**src/cpu_regsec_pkg.sv**
```systemverilog
// constants, opcodes and types shared by the register section and its ALU
package cpu_regsec_pkg;

   ////////////////////////////////////////////////////////////////////////////
   // machine cycle: five system clocks, two in phase one, three in phase two
   localparam logic [2:0] PHASE_ONE_SLOT = 3'h0;
   localparam logic [2:0] PHASE_TWO_FIRST = 3'h2;
   localparam logic [2:0] LATCH_SLOT = 3'h4;
   localparam logic [2:0] CYCLE_LAST_SLOT = 3'h4;
   localparam logic [2:0] SLOT_RESET = 3'h2;
   localparam logic [2:0] SLOT_STEP = 3'h1;

   ////////////////////////////////////////////////////////////////////////////
   // values after reset, plus fixed operands and the counter step
   localparam logic [15:0] RESET_PC = 16'h0000;
   localparam logic [7:0] REG_RESET = 8'h00;
   localparam logic [7:0] STACK_RESET = 8'hFF;
   localparam logic [7:0] DATA_IDLE = 8'h00;
   localparam logic [7:0] ALL_ONES = 8'hFF;
   localparam logic [7:0] ZERO_PAGE = 8'h00;
   localparam logic [15:0] PC_STEP = 16'h0001;

   ////////////////////////////////////////////////////////////////////////////
   // opcodes of the reduced instruction set
   localparam logic [7:0] OP_NOP = 8'h00;
   localparam logic [7:0] OP_LOAD_ACC_IMM = 8'h01;
   localparam logic [7:0] OP_LOAD_X_IMM = 8'h02;
   localparam logic [7:0] OP_LOAD_Y_IMM = 8'h03;
   localparam logic [7:0] OP_ADD_IMM = 8'h04;
   localparam logic [7:0] OP_AND_IMM = 8'h05;
   localparam logic [7:0] OP_OR_IMM = 8'h06;
   localparam logic [7:0] OP_XOR_IMM = 8'h07;
   localparam logic [7:0] OP_INC_X = 8'h08;
   localparam logic [7:0] OP_DEC_X = 8'h09;
   localparam logic [7:0] OP_INC_Y = 8'h0A;
   localparam logic [7:0] OP_DEC_Y = 8'h0B;
   localparam logic [7:0] OP_X_TO_STACK = 8'h0C;
   localparam logic [7:0] OP_STACK_TO_X = 8'h0D;
   localparam logic [7:0] OP_ACC_TO_X = 8'h0E;
   localparam logic [7:0] OP_X_TO_ACC = 8'h0F;
   localparam logic [7:0] OP_LOAD_ACC_ABS = 8'h10;
   localparam logic [7:0] OP_STORE_ACC_ABS = 8'h11;
   localparam logic [7:0] OP_JUMP_ABS = 8'h12;
   localparam logic [7:0] OP_STORE_ACC_ZPX = 8'h13;
   localparam logic [7:0] OP_CLEAR_CARRY = 8'h14;
   localparam logic [7:0] OP_SET_CARRY = 8'h15;

   ////////////////////////////////////////////////////////////////////////////
   // types
   typedef enum logic [1:0] {ALU_ADD, ALU_AND, ALU_OR, ALU_XOR} alu_op_t;
   typedef enum logic [1:0] {FETCH_STATE, STEP1, STEP2, STEP3} cycle_state_t;
   typedef enum logic [2:0] {DEST_NONE, DEST_ACC, DEST_X, DEST_Y} alu_dest_t;

endpackage : cpu_regsec_pkg

```
**src/alu_unit.sv**
```systemverilog
// eight-bit combinational ALU of the register section
`timescale 1ns/100ps
module alu_unit (
   // operands and function
   input wire logic [7:0] operandA,
   input wire logic [7:0] operandB,
   input wire logic carryIn,
   input wire cpu_regsec_pkg::alu_op_t aluOp,
   // result
   output logic [7:0] result,
   output logic carryOut
);

   logic [8:0] wideSum;

   // no storage here: the caller registers operands and takes the result next cycle
   always_comb begin
      wideSum = {1'b0, operandA} + {1'b0, operandB} + {8'h00, carryIn};
      carryOut = 1'b0;
      case (aluOp)
         cpu_regsec_pkg::ALU_ADD: begin
            result = wideSum[7:0];
            carryOut = wideSum[8];
         end
         cpu_regsec_pkg::ALU_AND: result = operandA & operandB;
         cpu_regsec_pkg::ALU_OR: result = operandA | operandB;
         cpu_regsec_pkg::ALU_XOR: result = operandA ^ operandB;
         default: result = operandA;
      endcase
   end

endmodule : alu_unit

```
**src/cpu_register_section.sv**
```systemverilog
// register section and external bus interface of an 8-bit processor
//
// Notes on behaviour
// RULE1: cycle state resets to fetch, steps each cycle
// RULE2: transfers decoded from instruction and cycle state
// RULE3: opcode from data bus loads instruction register
// RULE4: data bus latched each phase two, used next
// RULE5: internal transfers happen in phase one
// RULE6: operand and accumulator into ALU, result next
// RULE7: fetch address is program counter high:low
// RULE8: program counter increments itself per program byte
// RULE9: other increments and decrements go through ALU
// RULE10: ALU result stored the cycle after operands
// RULE11: ALU inputs from buses or zero
// RULE12: accumulator is eight bits, main ALU operand
// RULE13: stack pointer and index registers, eight bits
// RULE14: address bus always carries a defined address
// RULE15: address changes in phase one, then holds
// RULE16: reduced variants mask upper address lines
// RULE17: data pins tri-state unless transferring out
// RULE18: data bus driven only in phase two
// RULE19: read-not-write high except writes, phase-one changes
// RULE20: two phases as enables from one clock
`timescale 1ns/100ps
module cpu_register_section #(
   parameter int ADDR_LINES = 16
) (
   // clock and reset
   input wire logic clock,
   input wire logic nrst,
   // address bus and direction
   output logic [15:0] addressLines,
   output logic readNotWrite,
   output logic validAddressPin,
   // data bus pins as input, output and enable
   input wire logic [7:0] dataLinesIn,
   output logic [7:0] dataLinesOut,
   output logic [7:0] dataLinesOe_n,
   // clock phases for the support chips
   output logic phaseOne,
   output logic phaseTwo
);

   localparam logic [15:0] ADDR_MASK = 16'((32'h1 << ADDR_LINES) - 1);

   // keeps only the address lines that the variant brings out
   function automatic logic [15:0] maskAddr(input logic [15:0] addr);
      maskAddr = addr & ADDR_MASK; // RULE16
   endfunction : maskAddr

   // zero flag of a value going into a register
   function automatic logic isZero(input logic [7:0] value);
      isZero = (value == 8'h00);
   endfunction : isZero

   ////////////////////////////////////////////////////////////////////////////
   // state

   logic [2:0] slot_reg;
   logic [7:0] dataSync1_reg;
   logic [7:0] dataSync2_reg;
   logic [7:0] inputDataLatch_reg;
   logic [7:0] instruction_reg;
   cpu_regsec_pkg::cycle_state_t state_reg;
   logic [7:0] programCounterLow_reg;
   logic [7:0] programCounterHigh_reg;
   logic [7:0] addressLatchLow_reg;
   logic [7:0] addressLatchHigh_reg;
   logic [7:0] accumulator_reg;
   logic [7:0] indexX_reg;
   logic [7:0] indexY_reg;
   logic [7:0] stackPointer_reg;
   logic [7:0] operandLow_reg;
   logic carry_reg;
   logic zero_reg;
   logic negative_reg;
   logic readNotWrite_reg;
   logic [7:0] dataOut_reg;
   logic [7:0] aluInA_reg;
   logic [7:0] aluInB_reg;
   logic aluCarryIn_reg;
   cpu_regsec_pkg::alu_op_t aluOp_reg;
   cpu_regsec_pkg::alu_dest_t aluDest_reg;
   logic [7:0] aluResult;
   logic aluCarryOut;
   logic phaseOneStep;
   logic latchStep;

   ////////////////////////////////////////////////////////////////////////////
   // phase generation

   // slot counter splits each machine cycle into two phase-one and three phase-two clocks
   always_ff @(posedge clock or negedge nrst) begin
      if (!nrst) begin
         slot_reg <= cpu_regsec_pkg::SLOT_RESET;
      end else if (slot_reg == cpu_regsec_pkg::CYCLE_LAST_SLOT) begin
         slot_reg <= cpu_regsec_pkg::PHASE_ONE_SLOT;
      end else begin
         slot_reg <= slot_reg + cpu_regsec_pkg::SLOT_STEP;
      end
   end

   // phases never overlap, so the bus can be released cleanly between them
   assign phaseOne = (slot_reg < cpu_regsec_pkg::PHASE_TWO_FIRST); // RULE20
   assign phaseTwo = !phaseOne; // RULE20
   assign phaseOneStep = (slot_reg == cpu_regsec_pkg::PHASE_ONE_SLOT); // RULE20
   assign latchStep = (slot_reg == cpu_regsec_pkg::LATCH_SLOT); // RULE20

   ////////////////////////////////////////////////////////////////////////////
   // data bus input path

   // pins come from outside, so two flops before anything reads them
   always_ff @(posedge clock or negedge nrst) begin
      if (!nrst) begin
         dataSync1_reg <= cpu_regsec_pkg::DATA_IDLE;
         dataSync2_reg <= cpu_regsec_pkg::DATA_IDLE;
      end else begin
         dataSync1_reg <= dataLinesIn;
         dataSync2_reg <= dataSync1_reg;
      end
   end

   // three phase-two clocks leave room for the synchroniser before the trap
   always_ff @(posedge clock or negedge nrst) begin
      if (!nrst) begin
         inputDataLatch_reg <= cpu_regsec_pkg::OP_NOP;
      end else if (latchStep) begin
         inputDataLatch_reg <= dataSync2_reg; // RULE4
      end
   end

   ////////////////////////////////////////////////////////////////////////////
   // ALU

   alu_unit aluInst (
      .operandA(aluInA_reg),
      .operandB(aluInB_reg),
      .carryIn(aluCarryIn_reg),
      .aluOp(aluOp_reg),
      .result(aluResult),
      .carryOut(aluCarryOut)
   );

   ////////////////////////////////////////////////////////////////////////////
   // cycle decode

   logic [7:0] opcode;
   logic [15:0] pcCur;
   logic [15:0] fetchAddr;
   logic doFetch;
   logic nzLoad;
   logic [7:0] nzValue;
   cpu_regsec_pkg::cycle_state_t stateNext;
   logic [7:0] instructionNext;
   logic [15:0] pcNext;
   logic [15:0] addressNext;
   logic readNotWriteNext;
   logic [7:0] dataOutNext;
   logic [7:0] operandLowNext;
   logic [7:0] accNext;
   logic [7:0] xNext;
   logic [7:0] yNext;
   logic [7:0] stackNext;
   logic carryNext;
   logic [7:0] aluInANext;
   logic [7:0] aluInBNext;
   logic aluCarryInNext;
   cpu_regsec_pkg::alu_op_t aluOpNext;
   cpu_regsec_pkg::alu_dest_t aluDestNext;

   assign pcCur = {programCounterHigh_reg, programCounterLow_reg};
   // the opcode is still in the latch during the cycle that follows its fetch
   assign opcode = (state_reg == cpu_regsec_pkg::FETCH_STATE) ? inputDataLatch_reg : instruction_reg; // RULE2

   // every cycle issues a defined address: next program byte, a dummy reread, or an operand
   always_comb begin
      stateNext = cpu_regsec_pkg::FETCH_STATE;
      instructionNext = instruction_reg;
      pcNext = pcCur;
      addressNext = {addressLatchHigh_reg, addressLatchLow_reg};
      readNotWriteNext = 1'b1; // RULE19
      dataOutNext = dataOut_reg;
      operandLowNext = operandLow_reg;
      accNext = accumulator_reg;
      xNext = indexX_reg;
      yNext = indexY_reg;
      stackNext = stackPointer_reg;
      carryNext = carry_reg;
      aluInANext = aluInA_reg;
      aluInBNext = aluInB_reg;
      aluCarryInNext = 1'b0;
      aluOpNext = aluOp_reg;
      aluDestNext = cpu_regsec_pkg::DEST_NONE;
      fetchAddr = pcCur;
      doFetch = 1'b0;
      nzLoad = 1'b0;
      nzValue = aluResult;
      // result computed from last cycle's operands is stored now
      case (aluDest_reg)
         cpu_regsec_pkg::DEST_ACC: begin
            accNext = aluResult; // RULE10
            nzLoad = 1'b1;
            if (aluOp_reg == cpu_regsec_pkg::ALU_ADD) begin
               carryNext = aluCarryOut;
            end
         end
         cpu_regsec_pkg::DEST_X: begin
            xNext = aluResult; // RULE10
            nzLoad = 1'b1;
         end
         cpu_regsec_pkg::DEST_Y: begin
            yNext = aluResult; // RULE10
            nzLoad = 1'b1;
         end
         default: nzLoad = 1'b0;
      endcase
      case (state_reg)
         cpu_regsec_pkg::FETCH_STATE: begin
            instructionNext = inputDataLatch_reg; // RULE3
            stateNext = cpu_regsec_pkg::STEP1; // RULE1
            addressNext = pcCur; // RULE14
            aluInBNext = 8'h00; // RULE11
            aluOpNext = cpu_regsec_pkg::ALU_ADD;
            case (opcode)
               cpu_regsec_pkg::OP_INC_X, cpu_regsec_pkg::OP_DEC_X: begin
                  aluInANext = indexX_reg; // RULE9
                  aluDestNext = cpu_regsec_pkg::DEST_X;
               end
               cpu_regsec_pkg::OP_INC_Y, cpu_regsec_pkg::OP_DEC_Y: begin
                  aluInANext = indexY_reg; // RULE9
                  aluDestNext = cpu_regsec_pkg::DEST_Y;
               end
               cpu_regsec_pkg::OP_LOAD_ACC_IMM, cpu_regsec_pkg::OP_LOAD_X_IMM, cpu_regsec_pkg::OP_LOAD_Y_IMM,
               cpu_regsec_pkg::OP_ADD_IMM, cpu_regsec_pkg::OP_AND_IMM, cpu_regsec_pkg::OP_OR_IMM,
               cpu_regsec_pkg::OP_XOR_IMM, cpu_regsec_pkg::OP_LOAD_ACC_ABS, cpu_regsec_pkg::OP_STORE_ACC_ABS,
               cpu_regsec_pkg::OP_JUMP_ABS, cpu_regsec_pkg::OP_STORE_ACC_ZPX: begin
                  pcNext = pcCur + cpu_regsec_pkg::PC_STEP; // RULE8
               end
               default: pcNext = pcCur; // single-byte opcodes reread the next byte
            endcase
            // decrement adds all ones, increment adds zero with carry in
            case (opcode)
               cpu_regsec_pkg::OP_DEC_X, cpu_regsec_pkg::OP_DEC_Y: aluInBNext = cpu_regsec_pkg::ALL_ONES; // RULE9
               cpu_regsec_pkg::OP_INC_X, cpu_regsec_pkg::OP_INC_Y: aluCarryInNext = 1'b1; // RULE9
               default: aluCarryInNext = 1'b0;
            endcase
         end
         cpu_regsec_pkg::STEP1: begin
            doFetch = 1'b1;
            case (instruction_reg)
               cpu_regsec_pkg::OP_LOAD_ACC_IMM: begin
                  accNext = inputDataLatch_reg; // RULE5
                  nzLoad = 1'b1;
                  nzValue = inputDataLatch_reg;
               end
               cpu_regsec_pkg::OP_LOAD_X_IMM: begin
                  xNext = inputDataLatch_reg; // RULE13
                  nzLoad = 1'b1;
                  nzValue = inputDataLatch_reg;
               end
               cpu_regsec_pkg::OP_LOAD_Y_IMM: begin
                  yNext = inputDataLatch_reg; // RULE13
                  nzLoad = 1'b1;
                  nzValue = inputDataLatch_reg;
               end
               cpu_regsec_pkg::OP_ADD_IMM, cpu_regsec_pkg::OP_AND_IMM, cpu_regsec_pkg::OP_OR_IMM,
               cpu_regsec_pkg::OP_XOR_IMM: begin
                  aluInANext = accumulator_reg; // RULE6
                  aluInBNext = inputDataLatch_reg; // RULE6
                  aluDestNext = cpu_regsec_pkg::DEST_ACC; // RULE12
                  case (instruction_reg)
                     cpu_regsec_pkg::OP_ADD_IMM: begin
                        aluOpNext = cpu_regsec_pkg::ALU_ADD;
                        aluCarryInNext = carry_reg;
                     end
                     cpu_regsec_pkg::OP_AND_IMM: aluOpNext = cpu_regsec_pkg::ALU_AND;
                     cpu_regsec_pkg::OP_OR_IMM: aluOpNext = cpu_regsec_pkg::ALU_OR;
                     default: aluOpNext = cpu_regsec_pkg::ALU_XOR;
                  endcase
               end
               cpu_regsec_pkg::OP_X_TO_STACK: stackNext = indexX_reg; // RULE13
               cpu_regsec_pkg::OP_STACK_TO_X: begin
                  xNext = stackPointer_reg;
                  nzLoad = 1'b1;
                  nzValue = stackPointer_reg;
               end
               cpu_regsec_pkg::OP_ACC_TO_X: begin
                  xNext = accumulator_reg;
                  nzLoad = 1'b1;
                  nzValue = accumulator_reg;
               end
               cpu_regsec_pkg::OP_X_TO_ACC: begin
                  accNext = indexX_reg;
                  nzLoad = 1'b1;
                  nzValue = indexX_reg;
               end
               cpu_regsec_pkg::OP_CLEAR_CARRY: carryNext = 1'b0;
               cpu_regsec_pkg::OP_SET_CARRY: carryNext = 1'b1;
               cpu_regsec_pkg::OP_LOAD_ACC_ABS, cpu_regsec_pkg::OP_STORE_ACC_ABS, cpu_regsec_pkg::OP_JUMP_ABS: begin
                  doFetch = 1'b0;
                  operandLowNext = inputDataLatch_reg;
                  addressNext = pcCur; // RULE14
                  pcNext = pcCur + cpu_regsec_pkg::PC_STEP; // RULE8
                  stateNext = cpu_regsec_pkg::STEP2; // RULE1
               end
               cpu_regsec_pkg::OP_STORE_ACC_ZPX: begin
                  // index added in the ALU; the bus rereads the program meanwhile
                  doFetch = 1'b0;
                  aluInANext = inputDataLatch_reg; // RULE11
                  aluInBNext = indexX_reg; // RULE13
                  aluOpNext = cpu_regsec_pkg::ALU_ADD;
                  addressNext = pcCur; // RULE14
                  stateNext = cpu_regsec_pkg::STEP2; // RULE1
               end
               default: doFetch = 1'b1;
            endcase
         end
         cpu_regsec_pkg::STEP2: begin
            stateNext = cpu_regsec_pkg::STEP3; // RULE1
            case (instruction_reg)
               cpu_regsec_pkg::OP_LOAD_ACC_ABS: addressNext = {inputDataLatch_reg, operandLow_reg};
               cpu_regsec_pkg::OP_STORE_ACC_ABS: begin
                  addressNext = {inputDataLatch_reg, operandLow_reg};
                  readNotWriteNext = 1'b0; // RULE19
                  dataOutNext = accumulator_reg;
               end
               cpu_regsec_pkg::OP_STORE_ACC_ZPX: begin
                  addressNext = {cpu_regsec_pkg::ZERO_PAGE, aluResult}; // RULE10
                  readNotWriteNext = 1'b0; // RULE19
                  dataOutNext = accumulator_reg;
               end
               default: begin
                  fetchAddr = {inputDataLatch_reg, operandLow_reg};
                  doFetch = 1'b1;
               end
            endcase
         end
         default: begin
            doFetch = 1'b1;
            if (instruction_reg == cpu_regsec_pkg::OP_LOAD_ACC_ABS) begin
               accNext = inputDataLatch_reg; // RULE5
               nzLoad = 1'b1;
               nzValue = inputDataLatch_reg;
            end
         end
      endcase
      // next cycle is an opcode fetch at the counter or the jump target; the counter goes one past it
      if (doFetch) begin
         stateNext = cpu_regsec_pkg::FETCH_STATE; // RULE1
         addressNext = fetchAddr; // RULE7
         pcNext = fetchAddr + cpu_regsec_pkg::PC_STEP; // RULE8
      end
   end

   ////////////////////////////////////////////////////////////////////////////
   // phase-one register transfers

   // sequencing state
   always_ff @(posedge clock or negedge nrst) begin
      if (!nrst) begin
         state_reg <= cpu_regsec_pkg::FETCH_STATE;
         instruction_reg <= cpu_regsec_pkg::OP_NOP;
         operandLow_reg <= cpu_regsec_pkg::REG_RESET;
      end else if (phaseOneStep) begin
         state_reg <= stateNext; // RULE1
         instruction_reg <= instructionNext; // RULE3
         operandLow_reg <= operandLowNext;
      end
   end

   // program counter, counting on its own incrementer
   always_ff @(posedge clock or negedge nrst) begin
      if (!nrst) begin
         programCounterLow_reg <= cpu_regsec_pkg::RESET_PC[7:0] + 8'h01;
         programCounterHigh_reg <= cpu_regsec_pkg::RESET_PC[15:8];
      end else if (phaseOneStep) begin
         programCounterLow_reg <= pcNext[7:0]; // RULE8
         programCounterHigh_reg <= pcNext[15:8]; // RULE8
      end
   end

   // accumulator, index registers, stack pointer and flags
   always_ff @(posedge clock or negedge nrst) begin
      if (!nrst) begin
         accumulator_reg <= cpu_regsec_pkg::REG_RESET;
         indexX_reg <= cpu_regsec_pkg::REG_RESET;
         indexY_reg <= cpu_regsec_pkg::REG_RESET;
         stackPointer_reg <= cpu_regsec_pkg::STACK_RESET;
         carry_reg <= 1'b0;
         zero_reg <= 1'b0;
         negative_reg <= 1'b0;
      end else if (phaseOneStep) begin
         accumulator_reg <= accNext; // RULE12
         indexX_reg <= xNext; // RULE13
         indexY_reg <= yNext; // RULE13
         stackPointer_reg <= stackNext; // RULE13
         carry_reg <= carryNext;
         if (nzLoad) begin
            zero_reg <= isZero(nzValue);
            negative_reg <= nzValue[7];
         end
      end
   end

   // ALU operand latches keep their values until a cycle loads new ones; carry in and destination last one cycle
   always_ff @(posedge clock or negedge nrst) begin
      if (!nrst) begin
         aluInA_reg <= cpu_regsec_pkg::REG_RESET;
         aluInB_reg <= cpu_regsec_pkg::REG_RESET;
         aluCarryIn_reg <= 1'b0;
         aluOp_reg <= cpu_regsec_pkg::ALU_ADD;
         aluDest_reg <= cpu_regsec_pkg::DEST_NONE;
      end else if (phaseOneStep) begin
         aluInA_reg <= aluInANext; // RULE11
         aluInB_reg <= aluInBNext; // RULE11
         aluCarryIn_reg <= aluCarryInNext;
         aluOp_reg <= aluOpNext;
         aluDest_reg <= aluDestNext; // RULE10
      end
   end

   // address, direction and write data change only at the phase-one step
   always_ff @(posedge clock or negedge nrst) begin
      if (!nrst) begin
         addressLatchLow_reg <= cpu_regsec_pkg::RESET_PC[7:0];
         addressLatchHigh_reg <= cpu_regsec_pkg::RESET_PC[15:8];
         readNotWrite_reg <= 1'b1;
         dataOut_reg <= cpu_regsec_pkg::DATA_IDLE;
      end else if (phaseOneStep) begin
         addressLatchLow_reg <= addressNext[7:0]; // RULE15
         addressLatchHigh_reg <= addressNext[15:8]; // RULE15
         readNotWrite_reg <= readNotWriteNext; // RULE19
         dataOut_reg <= dataOutNext;
      end
   end

   ////////////////////////////////////////////////////////////////////////////
   // pins

   assign addressLines = maskAddr({addressLatchHigh_reg, addressLatchLow_reg}); // RULE16
   assign readNotWrite = readNotWrite_reg;
   // always-known addresses make a qualifier pointless, so it stays high
   assign validAddressPin = 1'b1;
   assign dataLinesOut = dataOut_reg;
   // drive only in phase two of a write; the bus floats all of phase one
   assign dataLinesOe_n = {8{!(phaseTwo && !readNotWrite_reg)}}; // RULE17 RULE18

endmodule : cpu_register_section

```
**config.mk**
```make
export PLATFORM = sky130hd
export DESIGN_NAME = cpu_register_section
export DESIGN_NICKNAME = d
export VERILOG_FILES = /design/src/cpu_regsec_pkg.sv /design/src/alu_unit.sv /design/src/cpu_register_section.sv
export SDC_FILE = /design/constraint.sdc
export NUM_CORES = 1
export LEC_CHECK = 0
export ABC_AREA = 1
export BUFFER_PORTS_ARGS = -buffer_cell sky130_fd_sc_hd__buf_2
export CAP_MARGIN = 40
export CORE_ASPECT_RATIO = 0.7
export CORE_MARGIN = 8
export CORE_UTILIZATION = 50
export CTS_CLUSTER_SIZE = 24
export DETAILED_ROUTE_END_ITERATION = 6
export HOLD_SLACK_MARGIN = 0.15
export PLACE_DENSITY = 0.7
export SYNTH_ARGS = -nofsm -noshare
export SYNTH_HDL_FRONTEND = slang
export SYNTH_SLANG_ARGS = --single-unit
```
**constraint.sdc**
```tcl
create_clock -name clock -period 2.2 [get_ports clock]
set_input_delay 0.22 -clock clock [delete_from_list [all_inputs] [get_ports clock]]
set_output_delay 0.22 -clock clock [all_outputs]
set_load 0.01 [all_outputs]
```
==> run_results.csv <==
group,metric,value,unit
timing,drv_slew,0,
global_route,grt_first_pass_wirelength,45.5,mm
cells_and_area,drive_above_1_share,0.273,
floorplan,coreArea,0.0170,sq mm
floorplan,die_area,0.0216,sq mm
timing,clock_skew,0.0141,ns
yosys,synth.net_count,1179,
clock_network,cts_tree,"done",
yosys,ys_types,48,
global_route,grt_pass1_vias,8219,
worst_setup_path,reg2reg_depth,11,
yosys,synth_seq_area_share,0.411,
global_route,antenna_found_initial,0,
run,drv_cap,0,
detailed_routing,drt_iter0_markers,1205,
status,status,"finished, violations left",
clock_network,clock_path_buffers,2,
detailed_routing,drtAntennaViolNets,0,
cells_and_area,final_util,0.652,
timing,slew_headroom,0.593,
worst_setup_path,end_kind,"flop",
yosys,synthMuxAreaShare,0,
clock_network,cts.htree.levels,4,
status,failed_checks,"design-rule violations, negative setup slack",
worst_setup_path,crit-reg2reg-capture,"indexX_reg[6]",
yosys,synth_xor_area_frac,0.00409,
floorplan,ioPinCount,46,
cells_and_area,instances_no_fill,1535,
placement,dp_hpwl,21.4,mm
power_and_ir_drop,cellPowerDensity,587,mW/mm^2
clock_network,cts_buffers,17,
worst_setup_path,path_class,"flop to flop",
global_route,grt_max_degree,65,
floorplan,start_util,0.505,
placement,placed_cells_incl_taps,1463,
detailed_routing,first_pass_iters,7,
clock_network,clk_pin_slew,0.07,ns
yosys,yosys.area_share.simple,0.229,
timing,hold_ws,0.349,ns
hold_path,min_path_type,"input port to asynchronous set/reset pin",
clock_network,cts.sinks,140,
yosys,synth-compound-area-share,0.217,
global_route,overflow,0,
timing,layout_setup_ws,-0.0459,ns
clock_network,clk_latency,0.44,ns
placement,gp_congestion,1.07,
timing,worst_slew_pin_slew,0.610,ns
timing,fin_crit_sh,1.02,
worst_setup_path,startpoint,"instruction_reg[6]",
yosys,synthAdderAreaFrac,0.0397,
detailed_routing,wire_per_inst,19.8,microns
timing,layout_min_cycle_time,2.25,ns
detailed_routing,drt-total-wl,30.4,mm
yosys,synth_area_per_cell,7.50,sq um
yosys,synth_top_family_by_area,"simple AND/OR/NAND/NOR gates",
yosys,netlist_area,0.00857,sq mm
worst_setup_path,start_kind,"flop",
yosys,ys_ff_latch,140,
worst_setup_path,worstPathRequired,2.54,ns
floorplan,die_height,126,microns
worst_setup_path,r2r_start,"instruction_reg[6]",
detailed_routing,via_per_inst,5.87,
floorplan,die_x,172,microns
worst_setup_path,crit_arrival,2.59,ns
worst_setup_path,path_max_fanout,8,
placement,port_buffers,44,
power_and_ir_drop,ir_worst_vdd,0.422,mV
floorplan,num_rows,40,
cells_and_area,nFillCells,1409,
cells_and_area,fin_nets,1327,
clock_network,ctsRootBufferMaster,"clkbuf_16",
global_route,grtUsageTotal,0.270,
timing,clock.fmax,0.445,GHz
timing,rsz0062_at_grt,"true",
yosys,ys_warn_count,0,
placement,pre_cts_slack,-0.172,ns
detailed_routing,remaining_drc_errors,5,
yosys,syn_inst,1143,
timing,setup_viol,4,
cells_and_area,n_antenna_cell,0,
cells_and_area,syn_to_final_growth,29.2,%
detailed_routing,vias,9014,
worst_setup_path,crit_end,"indexX_reg[6]",
timing,hold_viol_final,0,
worst_setup_path,r2r_slack,-0.05,ns
power_and_ir_drop,power_leakage,5.24,nW
## logic make-up after synthesis
logic type	count (synthesis)
buffers and inverters	200
AO/OA/AOI/OAI	324
AND/OR/NAND/NOR	448
flip-flops	140
adder cells (fa/ha/maj)	26
other	1
XOR/XNOR	4
## through the flow
stage               setup TNS (ns)  total power, W  area, sq um
global placement            -0.360         0.00333         9650
finish                      -0.114         0.00650        11100
global route                 -1.84         0.00666        11100
detailed placement           -1.44         0.00334         9650
floorplan                        0         0.00307         8570
CTS                         -0.289         0.00638        10500
## repair_timing
| action | CTS | global route |
|---|---|---|
| hold endpoints to repair | 59 | 0 |
| hold buffers | 9 | 0 |
| gates resized for setup | 28 | 114 |
| pin swaps | 10 | 37 |
| buffers inserted | 6 | 26 |
| endpoints found under the setup margin | 40 | 75 |
## how the worst min path moves through the flow
stage                              end              from  cells past startpoint  slack (ns)
floorplan           accumulator_reg[0]              nrst                      0       -0.08
global placement       dataLinesOut[5]              nrst                      1        0.26
detailed placement     dataLinesOut[5]              nrst                      1        0.26
CTS                   dataSync2_reg[6]  dataSync1_reg[6]                      0        0.35
global route          dataSync2_reg[3]  dataSync1_reg[3]                      0        0.35
finish                 dataLinesOut[5]              nrst                      2        0.35
## critical path, cell delays in order, from the launching register on
cell,delay [ns]
dfrtp_1,0.42
nor2_2,0.14
buf_4,0.12
nand3_2,0.13
nor2_4,0.19
nand2_1,0.19
buf_4,0.19
inv_1,0.20
nand2_1,0.11
o221ai_1,0.09
o21ai_0,0.19
o22ai_1,0.19
## final cells by class
| cell class | instances | area (sq um) | area share |
|---|---|---|---|
| clock buffer | 17 | 425 | 0.0384 |
| clock inverter | 15 | 196 | 0.0178 |
| multi-input combinational | 803 | 4590 | 0.415 |
| sequential | 140 | 3520 | 0.318 |
| tap | 231 | 289 | 0.0261 |
| inverter | 145 | 559 | 0.0505 |
| timing repair buffer | 184 | 1490 | 0.134 |
## routing by layer
metal	track usage	vias to the layer above	share of wire
met3	0.0820	74	0.14
met5	0	-	0
met1	0.404	4257	0.42
met4	0.0809	0	0.027
li1	-	4113	-
met2	0.363	570	0.42
## power breakdown
part	internal, W	total [W]	switching [W]	leakage, nW
Sequential	0.00267	0.00274	0.0000780	1.82
Combinational	0.000257	0.000697	0.000440	3.13
Clock	0.00165	0.00306	0.00141	0.301
## synthesized netlist by cell type (all sizes together)
master / instances / area, sq um
and2: 1 / 6.26
o22ai: 19 / 119
xor2: 3 / 26.3
o221ai: 8 / 70.1
or2: 1 / 6.26
xnor2: 1 / 8.76
a41oi: 1 / 8.76
nor3: 7 / 35.0
a31oi: 20 / 140
clkbuf: 26 / 97.6
o2111ai: 2 / 17.5
ha: 24 / 300
nand3: 41 / 228
a221oi: 1 / 8.76
buf: 29 / 205
inv: 143 / 537
dfstp: 11 / 289
o21ai: 144 / 724
dfrtp: 129 / 3230
a32oi: 1 / 8.76
clkinv: 2 / 7.51
a211oi: 3 / 22.5
nand4: 20 / 140
o31ai: 2 / 15.0
nand2: 285 / 1120
a22oi: 17 / 128
fa: 2 / 40.0
nor2: 93 / 425
conb: 1 / 3.75
o211ai: 22 / 165
a21oi: 84 / 435
## cell usage in the layout (no fill, tap or decap), types with 3 or more instances in the layout
master         Yosys  routed
buf_12             0      12
o221ai_1           8       7
ha_1              24      16
inv_8              0       6
inv_4              0       6
a21oi_2            1       8
o22ai_1           19      19
buf_6              4       9
o21ai_0          136     117
nor2_1            78      67
nor3_1             7       7
a21oi_4            1       3
inv_2             13      15
o21ai_1            7      23
nor2_4             5      11
clkinv_8           0       4
dfrtp_1          129     127
buf_2              8      43
nand3_2            2       7
ha_4               0       6
nand2_4            2      11
a31oi_1           19      19
nor2_2             9      14
xor2_1             3       3
o211ai_1          22      22
dfstp_2           11      11
clkbuf_16          0      17
nand2_2           14      39
nand4_1           19      19
nand3_1           38      33
a22oi_1           17      17
nand2_1          269     235
inv_1            130     122
dlygate4sd3_1      0       9
buf_4             15     110
a21oi_1           82      73
Power figures use the tool's default switching activity.
